==> config.mk <==
export PLATFORM = sky130hd
export DESIGN_NAME = sdf_data_formatter
export DESIGN_NICKNAME = d
export VERILOG_FILES = /design/src/hdl/sdf_pkg.sv /design/src/hdl/sdf_byte_if.sv /design/src/hdl/sdf_shifter.sv /design/src/hdl/sdf_data_formatter.sv
export SDC_FILE = /design/constraint.sdc
export NUM_CORES = 1
export LEC_CHECK = 0
export BUFFER_PORTS_ARGS = -buffer_cell sky130_fd_sc_hd__buf_2
export CORE_AREA = 2 2 144 146
export DETAILED_ROUTE_END_ITERATION = 8
export DIE_AREA = 0 0 146 148
export HOLD_SLACK_MARGIN = 0.06
export MAX_ROUTING_LAYER = met4
export PLACE_DENSITY = 0.77
export SYNTH_ARGS = -nofsm -noshare
export SYNTH_HDL_FRONTEND = slang
export SYNTH_HIERARCHICAL = 1
export SYNTH_SLANG_ARGS = --single-unit
export TNS_END_PERCENT = 30
==> constraint.sdc <==
create_clock -name clk -period 4 [get_ports clk]
set_input_delay 0.2 -clock clk [delete_from_list [all_inputs] [get_ports clk]]
set_output_delay 0.2 -clock clk [all_outputs]
set_load 0.005 [all_outputs]
==> src/hdl/sdf_pkg.sv <==
// constants, modes and helpers for the spi slave data formatter
package sdf_pkg;

  typedef enum logic [3:0] {
    BYTE_RAW_HI_FIRST,
    BYTE_RAW_LO_FIRST,
    HALF_WORD_HI_FIRST,
    HALF_WORD_LO_FIRST,
    WORD_HI_FIRST,
    WORD_LO_FIRST,
    HEXPAIR_TO_BYTE,
    HEXQUAD_HI_FIRST,
    HEXQUAD_LO_FIRST,
    HEXOCT_HI_FIRST,
    HEXOCT_LO_FIRST
  } sdf_mode_e;

  localparam logic [3:0] ADDR_ENCODE = 4'h0;
  localparam logic [3:0] ADDR_RXORDER = 4'h1;
  localparam logic [3:0] ADDR_TXORDER = 4'h2;
  localparam logic [3:0] ADDR_FILLER = 4'h3;
  localparam logic [3:0] ADDR_DUMMY = 4'h4;
  localparam logic [3:0] ADDR_RXSIZE = 4'h5;
  localparam logic [3:0] ADDR_TXDATA = 4'h6;
  localparam logic [3:0] ADDR_RXWORD = 4'h7;
  localparam logic [3:0] ADDR_STATUS = 4'h8;
  localparam logic [3:0] ADDR_INTEN = 4'h9;
  localparam logic [3:0] ADDR_INTCLR = 4'hA;
  localparam logic [3:0] ADDR_RXCOUNT = 4'hB;

  localparam int ST_WORD = 0;
  localparam int ST_RXFULL = 1;
  localparam int ST_BADHEX = 2;
  localparam int ST_TXFULL = 8;

  localparam logic [3:0] ENCODE_RST = 4'h0;
  localparam logic [7:0] FILLER_RST = 8'hFF;
  localparam logic [7:0] DUMMY_RST = 8'h00;
  localparam logic [23:0] RXSIZE_RST = 24'h002000;

  // returns {valid, nibble} for one ASCII hex character
  function automatic logic [4:0] hex_nib(input logic [7:0] c);
    logic [4:0] r;
    r = 5'h00;
    if (c >= 8'h30 && c <= 8'h39)
    begin
      r = {1'b1, c[3:0]};
    end
    else if ((c >= 8'h41 && c <= 8'h46) || (c >= 8'h61 && c <= 8'h66))
    begin
      r = {1'b1, 4'(c[3:0] + 4'h9)};
    end
    return r;
  endfunction

endpackage

==> src/hdl/sdf_byte_if.sv <==
// byte stream between the serial engine and the formatter
`timescale 1ns/1ps
interface sdf_byte_if;
  logic [7:0] rxByte;
  logic rxValid;
  logic [7:0] txByte;
  logic txTake;
  logic rxLsbFirst;
  logic txLsbFirst;
  modport engine (output rxByte, output rxValid, output txTake,
                  input txByte, input rxLsbFirst, input txLsbFirst);
  modport fmt (input rxByte, input rxValid, input txTake,
               output txByte, output rxLsbFirst, output txLsbFirst);
endinterface // sdf_byte_if

==> src/hdl/sdf_shifter.sv <==
// serial engine: spi mode 0 slave, one byte per eight serial clocks
`timescale 1ns/1ps
module sdf_shifter
  import sdf_pkg::*;
(
  input wire logic clk,
  input wire logic nrst,
  input wire logic sclk,
  input wire logic csN,
  input wire logic mosi,
  output logic miso,
  output logic misoOe,
  sdf_byte_if.engine bus
);

  logic sclkPrev_q;
  logic loaded_q, loaded_d;
  logic [2:0] bitCnt_q, bitCnt_d;
  logic [7:0] rxSh_q, rxSh_d;
  logic [7:0] txSh_q, txSh_d;
  logic [7:0] rxByte_q, rxByte_d;
  logic rxValid_q, rxValid_d;
  logic miso_q, miso_d;
  logic oe_q, oe_d;
  logic take;
  logic rise;
  logic fall;
  logic [7:0] rxNext;

  function automatic logic out_bit(input logic [7:0] v, input logic lsb);
    return lsb ? v[0] : v[7];
  endfunction

  assign rise = sclk & ~sclkPrev_q;
  assign fall = ~sclk & sclkPrev_q;
  assign rxNext = bus.rxLsbFirst ? {mosi, rxSh_q[7:1]} : {rxSh_q[6:0], mosi};

  always_comb
  begin
    loaded_d = loaded_q;
    bitCnt_d = bitCnt_q;
    rxSh_d = rxSh_q;
    txSh_d = txSh_q;
    rxByte_d = rxByte_q;
    rxValid_d = 1'b0;
    miso_d = miso_q;
    oe_d = 1'b0;
    take = 1'b0;
    if (csN)
    begin
      loaded_d = 1'b0;
      bitCnt_d = 3'h0;
    end
    else
    begin
      oe_d = 1'b1;
      if (!loaded_q)
      begin
        txSh_d = bus.txByte;
        miso_d = out_bit(bus.txByte, bus.txLsbFirst);
        loaded_d = 1'b1;
        take = 1'b1;
      end
      else if (rise)
      begin
        rxSh_d = rxNext;
        bitCnt_d = 3'(bitCnt_q + 3'h1);
        if (bitCnt_q == 3'h7)
        begin
          rxByte_d = rxNext;
          rxValid_d = 1'b1;
          loaded_d = 1'b0;
        end
      end
      else if (fall && bitCnt_q != 3'h0)
      begin
        txSh_d = bus.txLsbFirst ? {1'b0, txSh_q[7:1]} : {txSh_q[6:0], 1'b0};
        miso_d = out_bit(txSh_d, bus.txLsbFirst);
      end
    end
  end

  always_ff @(posedge clk)
  begin
    if (!nrst)
    begin
      sclkPrev_q <= 1'b0;
      loaded_q <= 1'b0;
      bitCnt_q <= 3'h0;
      rxSh_q <= 8'h00;
      txSh_q <= 8'h00;
      rxByte_q <= 8'h00;
      rxValid_q <= 1'b0;
      miso_q <= 1'b0;
      oe_q <= 1'b0;
    end
    else
    begin
      sclkPrev_q <= sclk;
      loaded_q <= loaded_d;
      bitCnt_q <= bitCnt_d;
      rxSh_q <= rxSh_d;
      txSh_q <= txSh_d;
      rxByte_q <= rxByte_d;
      rxValid_q <= rxValid_d;
      miso_q <= miso_d;
      oe_q <= oe_d;
    end
  end

  assign miso = miso_q;
  assign misoOe = oe_q;
  assign bus.rxByte = rxByte_q;
  assign bus.rxValid = rxValid_q;
  assign bus.txTake = take;
endmodule // sdf_shifter

==> src/hdl/sdf_data_formatter.sv <==
// spi slave with register port, word packing, hex conversion and interrupt
`timescale 1ns/1ps
module sdf_data_formatter
  import sdf_pkg::*;
(
  input wire logic clk,
  input wire logic nrst,
  input wire logic [3:0] addr,
  input wire logic [31:0] wrData,
  input wire logic wrEn,
  input wire logic rdEn,
  output logic [31:0] rdData,
  input wire logic sclk,
  input wire logic csN,
  input wire logic mosi,
  output logic miso,
  output logic misoOe,
  output logic irq
);

  sdf_byte_if bif ();

  logic [3:0] encode_q, encode_d;
  logic rxLsb_q, rxLsb_d;
  logic txLsb_q, txLsb_d;
  logic [7:0] filler_q, filler_d;
  logic [7:0] dummy_q, dummy_d;
  logic [23:0] rxSize_q, rxSize_d;
  logic [7:0] txData_q, txData_d;
  logic txFull_q, txFull_d;
  logic [2:0] intEn_q, intEn_d;
  logic [31:0] acc_q, acc_d;
  logic [3:0] cnt_q, cnt_d;
  logic [31:0] word_q, word_d;
  logic [23:0] rxCount_q, rxCount_d;
  logic [2:0] status_q, status_d;
  logic irq_q, irq_d;
  logic [31:0] rdData_q, rdData_d;
  logic [2:0] evt;
  logic [2:0] clr;
  logic take;
  logic wrEncode;
  logic isHex;
  logic hiFirst;
  logic [3:0] need;
  logic [4:0] nib;
  logic [4:0] sh;
  logic [31:0] accNext;
  sdf_mode_e mode;

  function automatic logic [31:0] place(input logic [31:0] a, input logic [7:0] v,
                                        input logic [4:0] s);
    return a | ({24'h000000, v} << s);
  endfunction

  sdf_shifter u_shift (
    .clk(clk),
    .nrst(nrst),
    .sclk(sclk),
    .csN(csN),
    .mosi(mosi),
    .miso(miso),
    .misoOe(misoOe),
    .bus(bif.engine)
  );

  assign bif.txByte = txFull_q ? txData_q : filler_q;
  assign bif.rxLsbFirst = rxLsb_q;
  assign bif.txLsbFirst = txLsb_q;

  // configuration, each setting its own register
  always_comb
  begin
    encode_d = encode_q;
    rxLsb_d = rxLsb_q;
    txLsb_d = txLsb_q;
    filler_d = filler_q;
    dummy_d = dummy_q;
    rxSize_d = rxSize_q;
    txData_d = txData_q;
    intEn_d = intEn_q;
    clr = 3'h0;
    txFull_d = txFull_q;
    if (bif.txTake)
    begin
      txFull_d = 1'b0;
    end
    if (wrEn)
    begin
      case (addr)
        ADDR_ENCODE: encode_d = wrData[3:0];
        ADDR_RXORDER: rxLsb_d = wrData[0];
        ADDR_TXORDER: txLsb_d = wrData[0];
        ADDR_FILLER: filler_d = wrData[7:0];
        ADDR_DUMMY: dummy_d = wrData[7:0];
        ADDR_RXSIZE: rxSize_d = wrData[23:0];
        ADDR_TXDATA:
        begin
          txData_d = wrData[7:0];
          txFull_d = 1'b1;
        end
        ADDR_INTEN: intEn_d = wrData[2:0];
        ADDR_INTCLR: clr = wrData[2:0];
        default: ;
      endcase
    end
  end

  assign wrEncode = wrEn && addr == ADDR_ENCODE;
  assign take = bif.rxValid && bif.rxByte != dummy_q;
  assign mode = sdf_mode_e'(encode_q);
  assign nib = hex_nib(bif.rxByte);

  always_comb
  begin
    isHex = 1'b0;
    hiFirst = 1'b1;
    need = 4'h1;
    case (mode)
      BYTE_RAW_HI_FIRST: need = 4'h1;
      BYTE_RAW_LO_FIRST: hiFirst = 1'b0;
      HALF_WORD_HI_FIRST: need = 4'h2;
      HALF_WORD_LO_FIRST:
      begin
        need = 4'h2;
        hiFirst = 1'b0;
      end
      WORD_HI_FIRST: need = 4'h4;
      WORD_LO_FIRST:
      begin
        need = 4'h4;
        hiFirst = 1'b0;
      end
      HEXPAIR_TO_BYTE:
      begin
        need = 4'h2;
        isHex = 1'b1;
      end
      HEXQUAD_HI_FIRST:
      begin
        need = 4'h4;
        isHex = 1'b1;
      end
      HEXQUAD_LO_FIRST:
      begin
        need = 4'h4;
        isHex = 1'b1;
        hiFirst = 1'b0;
      end
      HEXOCT_HI_FIRST:
      begin
        need = 4'h8;
        isHex = 1'b1;
      end
      HEXOCT_LO_FIRST:
      begin
        need = 4'h8;
        isHex = 1'b1;
        hiFirst = 1'b0;
      end
      default: need = 4'h1;
    endcase
  end

  // assembly of bytes or characters into words
  always_comb
  begin
    acc_d = acc_q;
    cnt_d = cnt_q;
    word_d = word_q;
    rxCount_d = rxCount_q;
    evt = 3'h0;
    sh = 5'h00;
    accNext = acc_q;
    if (isHex)
    begin
      // low-first hex fills byte lanes upward, high nibble of each pair first
      sh = {cnt_q[2:1], 3'b000} | (cnt_q[0] ? 5'h00 : 5'h04);
      accNext = hiFirst ? {acc_q[27:0], nib[3:0]} : place(acc_q, {4'h0, nib[3:0]}, sh);
    end
    else
    begin
      sh = {cnt_q[1:0], 3'b000};
      accNext = hiFirst ? {acc_q[23:0], bif.rxByte} : place(acc_q, bif.rxByte, sh);
    end
    if (wrEncode)
    begin
      // a new encoding restarts assembly rather than mixing units
      acc_d = 32'h00000000;
      cnt_d = 4'h0;
    end
    else if (take && isHex && !nib[4])
    begin
      evt[ST_BADHEX] = 1'b1;
    end
    else if (take)
    begin
      rxCount_d = 24'(rxCount_q + 24'h000001);
      if (rxCount_d == rxSize_q)
      begin
        evt[ST_RXFULL] = 1'b1;
        rxCount_d = 24'h000000;
      end
      if (4'(cnt_q + 4'h1) == need)
      begin
        word_d = accNext;
        acc_d = 32'h00000000;
        cnt_d = 4'h0;
        evt[ST_WORD] = 1'b1;
      end
      else
      begin
        acc_d = accNext;
        cnt_d = 4'(cnt_q + 4'h1);
      end
    end
  end

  // sticky status: a set in the clearing cycle wins
  always_comb
  begin
    status_d = (status_q & ~clr) | evt;
    irq_d = |(status_d & intEn_d);
    rdData_d = 32'h00000000;
    if (rdEn)
    begin
      case (addr)
        ADDR_ENCODE: rdData_d = {28'h0000000, encode_q};
        ADDR_RXORDER: rdData_d = {31'h00000000, rxLsb_q};
        ADDR_TXORDER: rdData_d = {31'h00000000, txLsb_q};
        ADDR_FILLER: rdData_d = {24'h000000, filler_q};
        ADDR_DUMMY: rdData_d = {24'h000000, dummy_q};
        ADDR_RXSIZE: rdData_d = {8'h00, rxSize_q};
        ADDR_TXDATA: rdData_d = {24'h000000, txData_q};
        ADDR_RXWORD: rdData_d = word_q;
        ADDR_STATUS: rdData_d = {23'h000000, txFull_q, 5'h00, status_q};
        ADDR_INTEN: rdData_d = {29'h00000000, intEn_q};
        ADDR_RXCOUNT: rdData_d = {8'h00, rxCount_q};
        default: rdData_d = 32'h00000000;
      endcase
    end
  end

  always_ff @(posedge clk)
  begin
    if (!nrst)
    begin
      encode_q <= ENCODE_RST;
      rxLsb_q <= 1'b0;
      txLsb_q <= 1'b0;
      filler_q <= FILLER_RST;
      dummy_q <= DUMMY_RST;
      rxSize_q <= RXSIZE_RST;
      txData_q <= 8'h00;
      txFull_q <= 1'b0;
      intEn_q <= 3'h0;
      acc_q <= 32'h00000000;
      cnt_q <= 4'h0;
      word_q <= 32'h00000000;
      rxCount_q <= 24'h000000;
      status_q <= 3'h0;
      irq_q <= 1'b0;
      rdData_q <= 32'h00000000;
    end
    else
    begin
      encode_q <= encode_d;
      rxLsb_q <= rxLsb_d;
      txLsb_q <= txLsb_d;
      filler_q <= filler_d;
      dummy_q <= dummy_d;
      rxSize_q <= rxSize_d;
      txData_q <= txData_d;
      txFull_q <= txFull_d;
      intEn_q <= intEn_d;
      acc_q <= acc_d;
      cnt_q <= cnt_d;
      word_q <= word_d;
      rxCount_q <= rxCount_d;
      status_q <= status_d;
      irq_q <= irq_d;
      rdData_q <= rdData_d;
    end
  end

  assign rdData = rdData_q;
  assign irq = irq_q;
endmodule // sdf_data_formatter

Word level (Yosys, flattened, before mapping)
Index checks and enable logic that the tools add are counted.

Register bits after elaboration: 218. Output and inout port bits: 35.

Add/subtract/negate cells: 4. $lt $le $gt $ge: 6. Equality and inequality tests: 27. Shift operators: 2. Muxes and demuxes: 43. Bitwise gates (word level): 17. Reduce and logical (&&, ||, !) cells: 36.

Operators by type and width (count): 32-bit case mux with 11 select lines (1); 32-bit two-way mux (4); 32-bit OR (2); 8-bit two-way mux (6); 4-bit by 3-bit equality test with 1-bit output, second input constant (8); 4-bit by 5-bit left shift with 32-bit output (1); 8-bit by 5-bit left shift with 32-bit output (1); 4-bit equality test, second input constant (7); 24-bit by 1-bit adder with 24-bit output, second input constant (1); 24-bit equality test (1); 24-bit two-way mux (1); 2-bit AND reduction (10); 1-bit two-way mux (19); 3-bit two-way mux (6); 4-bit by 2-bit equality test with 1-bit output, second input constant (4); 8-bit by 7-bit greater-or-equal comparator with 1-bit output, second input constant (2); 8-bit by 7-bit less-or-equal comparator with 1-bit output, second input constant (2); 4-bit case mux with 3 select lines (1); 5-bit two-way mux (2); 5-bit OR reduction (2); 3-bit AND reduction (3); 4-bit by 1-bit equality test with 1-bit output, second input constant (2); 8-bit by 6-bit greater-or-equal comparator with 1-bit output, second input constant (1); 8-bit by 6-bit less-or-equal comparator with 1-bit output, second input constant (1); 24 further kinds (47).

Logic depth before layout (Yosys ltp)
Word-level depth: 12. Gate-level depth with buffers: 13. Mapped depth without buffers: 9.

By module
The synthesis kept the hierarchy.

Modules (own cells, without submodules): sdf_data_formatter (times used 1, cells each 1250, area each 10221.1 µm²); sdf_shifter (times used 1, cells each 158, area each 1493.9 µm²).

Worst setup path after synthesis
No wires, ideal clock.

Kind: register to register. From: register rxCount_q[0]. To: register rxCount_q[3]. Setup time: 0.115 ns. Arrival time: 2.823 ns. Required time: 3.885 ns. Path slack: 1.062 ns. Stages on the path, launching flop included: 11. Path buffers: 2. Path through: dfxtp_1 -> ha_1 -> buf_4 -> nand4_2 -> nor4_2 -> o311ai_1 -> a221oi_1 -> or4b_4 -> o41ai_4 -> buf_6 -> nor2_2.

Word-level cells in the longest chain between the ends: 3.

Ends and longest elaborated chain: start: declaration (line sdf_data_formatter.sv:35) `logic [23:0] rxCount_q, rxCount_d;`; start signal: assignment (line sdf_data_formatter.sv:279) `rxCount_q <= rxCount_d;`; 24-bit by 1-bit adder with 24-bit output * (line sdf_data_formatter.sv:198) `rxCount_d = 24'(rxCount_q + 24'h000001);`; 24-bit equality test (line sdf_data_formatter.sv:199) `if (rxCount_d == rxSize_q)`; 24-bit two-way mux * (line sdf_data_formatter.sv:199).

Every way passes the cells marked *; elsewhere a longest branch is shown, timed or not. A chain may end at the register's enable or synchronous reset.

Worst setup path in the final report
From: register rxCount_q[0]. To: register rxCount_q[19].

Same word-level chain as after synthesis.

==> flow_metrics.env <==
export IMPL_drt_iter0_drc=1244
export IMPL_ctsResizeCount=0
export IMPL_portBuffers=69
export IMPL_start_kind="register"
export IMPL_grt_max_degree=107
export IMPL_die_area_um2=21600
export IMPL_tns_ns=0
export IMPL_crit_buf_inv=1
export IMPL_start_util=0.585
export IMPL_htree_levels=1
export IMPL_outcome="complete, no violations"
export IMPL_viasPerCell=6.28
export IMPL_synth_nets=1459
export IMPL_pin_count=78
export IMPL_place_congestion=0.934
export IMPL_drv_cap=0
export IMPL_post_cts_buffers=0
export IMPL_powerDensity_nw_per_um2=360
export IMPL_die_h_um=148
export IMPL_comb_power_share=0.056
export IMPL_criticalPathCategory="reg2reg"
export IMPL_skew_ns=0.0163
export IMPL_required_ns=4.40
export IMPL_nets=1484
export IMPL_tightestPinTransition_ns=1.11
export IMPL_pwr_share_clk=0.474
export IMPL_grt_pass1_vias=10100
export IMPL_multi_input_area_um2=6730
export IMPL_cp_cell_sequence="ha_1, and4_1, a41oi_2, xnor2_1, a221oi_1, or4b_4, o41ai_4, buf_4, a21oi_1"
export IMPL_p_int_mw=3.64
export IMPL_syn_area_per_cell_um2=8.32
export IMPL_fin_crit_sh=0.874
export IMPL_power_switching_mw=1.07
export IMPL_power_mw=4.71
export IMPL_crit_fanout=13
export IMPL_seq_power_share=0.470
export IMPL_end_kind="register"
export IMPL_dr_pass1_iters=7
export IMPL_pre_cts_ws_ns=0.575
export IMPL_num_antenna_cells=0
export IMPL_slew_headroom=0.258
export IMPL_cp_top_family="simple AND/OR/NAND/NOR gates"
export IMPL_syn_inst=1408
export IMPL_clock_latency_ns=0.52
export IMPL_ir_drop_v=0.000358
export IMPL_swShare=0.227
export IMPL_cts_root_buf="clkbuf_16"
export IMPL_fin_ws_ns=0.506
export IMPL_arrival_ns=3.89
export IMPL_tritoncts="built"
export IMPL_critical_path_max_stage_delay_ns=0.54
export IMPL_ff_latch_area_um2=4360
export IMPL_crit_slowest_cell="and4_1"
export IMPL_async_flop_share=0
export IMPL_synth_edf_count=0
export IMPL_timing_fmax_mhz=286
export IMPL_via_count=10800
export IMPL_overflow=0
export IMPL_ys_seq_elements=218
export IMPL_slew_violations=0
export IMPL_rsz0062_at_grt="no"
export IMPL_row_count=52
export IMPL_numCtsBuffers=25
export IMPL_ys_seq_area_frac=0.373
export IMPL_cts_sinks=218
export IMPL_drtAntennaViolNets=0
export IMPL_yosysWarnings=6
export IMPL_setup_violations=0
export IMPL_path_clk_slew_ns=0.06
export IMPL_synthFlopType="dfxtp_1"
export IMPL_syn_area_um2=11700
export IMPL_drive_gt1_frac=0.136
export IMPL_min_period_ns=3.49
export IMPL_route_detailed_drc=0
export IMPL_fin_util=0.653
export IMPL_routedWlPerCell_um=19.1
export IMPL_hpwl_um=22200
export IMPL_grt_pass1_wl_um=53200
export IMPL_area_delta_synth_final_pct=11.7
export IMPL_core_um2=20000
export IMPL_grt_usage=0.307
export IMPL_antenna_found_initial=0
export IMPL_clock_path_buffers=3
export IMPL_hold_path_class="in2reg"
export IMPL_hold_viol_final=0
export IMPL_die_w_um=146
export IMPL_wl_um=32900
export IMPL_n_fill_cell=1734
export IMPL_ys_types=83
export IMPL_leakage_nw=4.69
[through the flow]
stage	hold WS (ns)	instance area [um^2]	std cells
CTS	0.0763	13100	1718
detailed placement	0.443	12000	1650
floorplan	0.324	11700	1408
global route	0.113	13100	1718
finish	0.0893	13100	1718
global placement	0.440	12000	1650
[cell usage in the layout (no fill, tap or decap), types with 25 or more instances in the layout]
master,n
nand2_1,138
nor2_1,167
o21ai_0,56
a211oi_1,31
nor2b_1,38
dlygate4sd3_1,26
buf_2,69
xor2_1,35
xnor2_1,27
a21boi_0,38
nand3_1,49
a22oi_1,40
mux2i_1,41
clkbuf_16,25
a21oi_1,53
nor3b_1,31
dfxtp_1,218
[registers in the layout, summed over array words and instances (netlist names), 3 cells and up]
name and cells:
acc_q 32, rdData 32, word_q 32, rxCount_q 24
rxSize_q 24, dummy_q 8, filler_q 8, txData_q 8
u_shift/bus.rxByte 8, u_shift/rxSh_q 8, u_shift/txSh_q 8, cnt_q 4
encode_q 4, intEn_q 3, status_q 3, u_shift/bitCnt_q 3
[kinds of logic (layout without fill, tap and decap cells)]
kind of cell               count (synthesis)  count (layout)  share of synthesized area
DFF                                      218             218                      0.373
buffers and inverters                    145             185                     0.0547
AOI/OAI and AO/OA                        357             357                      0.225
muxes                                     57              57                     0.0522
xor gates and xnor gates                  62              62                     0.0464
and+or+nand+nor                          561             561                      0.240
adders and majority gates                  8               8                    0.00854
[what timing repair did]
| item | in CTS | in global routing |
|---|---|---|
| endpoints found under the setup margin | 0 | 0 |
| hold buffers | 26 | 0 |
| hold endpoints to repair | 50 | 0 |
[worst paths after layout]
kind	start	to	slack, ns	depth (start not counted)
max	rxCount_q[0]	rxCount_q[19]	0.51	9
min	csN	u_shift/miso	0.09	3
max reg2reg	rxCount_q[0]	rxCount_q[19]	0.51	9
min reg2reg	word_q[30]	word_q[30]	0.46	2
[cell usage after synthesis (7+ instances only)]
library cell / number / area share
a211oi_1: 31 / 0.020
a211oi_2: 8 / 0.0085
a21boi_0: 38 / 0.024
a21oi_1: 54 / 0.023
a222oi_1: 22 / 0.019
a22oi_1: 40 / 0.026
a311oi_1: 10 / 0.0075
a32o_1: 7 / 0.0060
and2_1: 12 / 0.0064
and3_1: 21 / 0.011
buf_2: 18 / 0.0077
clkbuf_1: 88 / 0.028
dfxtp_1: 218 / 0.37
ha_1: 8 / 0.0085
inv_1: 23 / 0.0074
mux2_2: 13 / 0.012
mux2i_1: 42 / 0.036
nand2_1: 138 / 0.044
nand2b_1: 12 / 0.0064
nand3_1: 49 / 0.021
nand3b_1: 8 / 0.0051
nand4_1: 19 / 0.010
nor2_1: 168 / 0.054
nor2_2: 21 / 0.011
nor2b_1: 41 / 0.022
nor3b_1: 31 / 0.020
nor4_1: 9 / 0.0048
o21ai_0: 56 / 0.024
o22ai_1: 18 / 0.0096
xnor2_1: 27 / 0.020
xor2_1: 35 / 0.026
[power groups by stage]
stage                     sequential (mW)  clock, mW  combinational [mW]
final                                2.22       2.23               0.265
after global routing                 2.22       2.35               0.288
after CTS                            2.22       2.25               0.260
after detailed placement             2.26          0               0.239
after global placement               2.26          0               0.235
after floorplan                      2.25          0               0.170
[layer usage]
metal | wire length (um) | share of wire | GRT usage | vias to the layer above
li1 | - | - | - | 5122
met1 | 14100 | 0.43 | 0.406 | 5095
met2 | 15000 | 0.46 | 0.475 | 475
met3 | 2660 | 0.081 | 0.0485 | 89
met4 | 1150 | 0.035 | 0.121 | 0
met5 | 0 | 0 | - | -
[cell type report]
cell class / instances / share of cell area
Inverter: 25 / 0.00717
Sequential cell: 218 / 0.333
Tap cell: 270 / 0.0258
Clock buffer: 37 / 0.0543
Clock inverter: 5 / 0.00593
Multi-Input combinational cell: 1045 / 0.514
Timing Repair Buffer: 118 / 0.0595
[worst min-delay path, cell delays in order]
cell	delay, ns
buf_2	0.13
o21ai_0	0.10
a21oi_1	0.14
No activity file was read; power rests on OpenSTA's default activity.
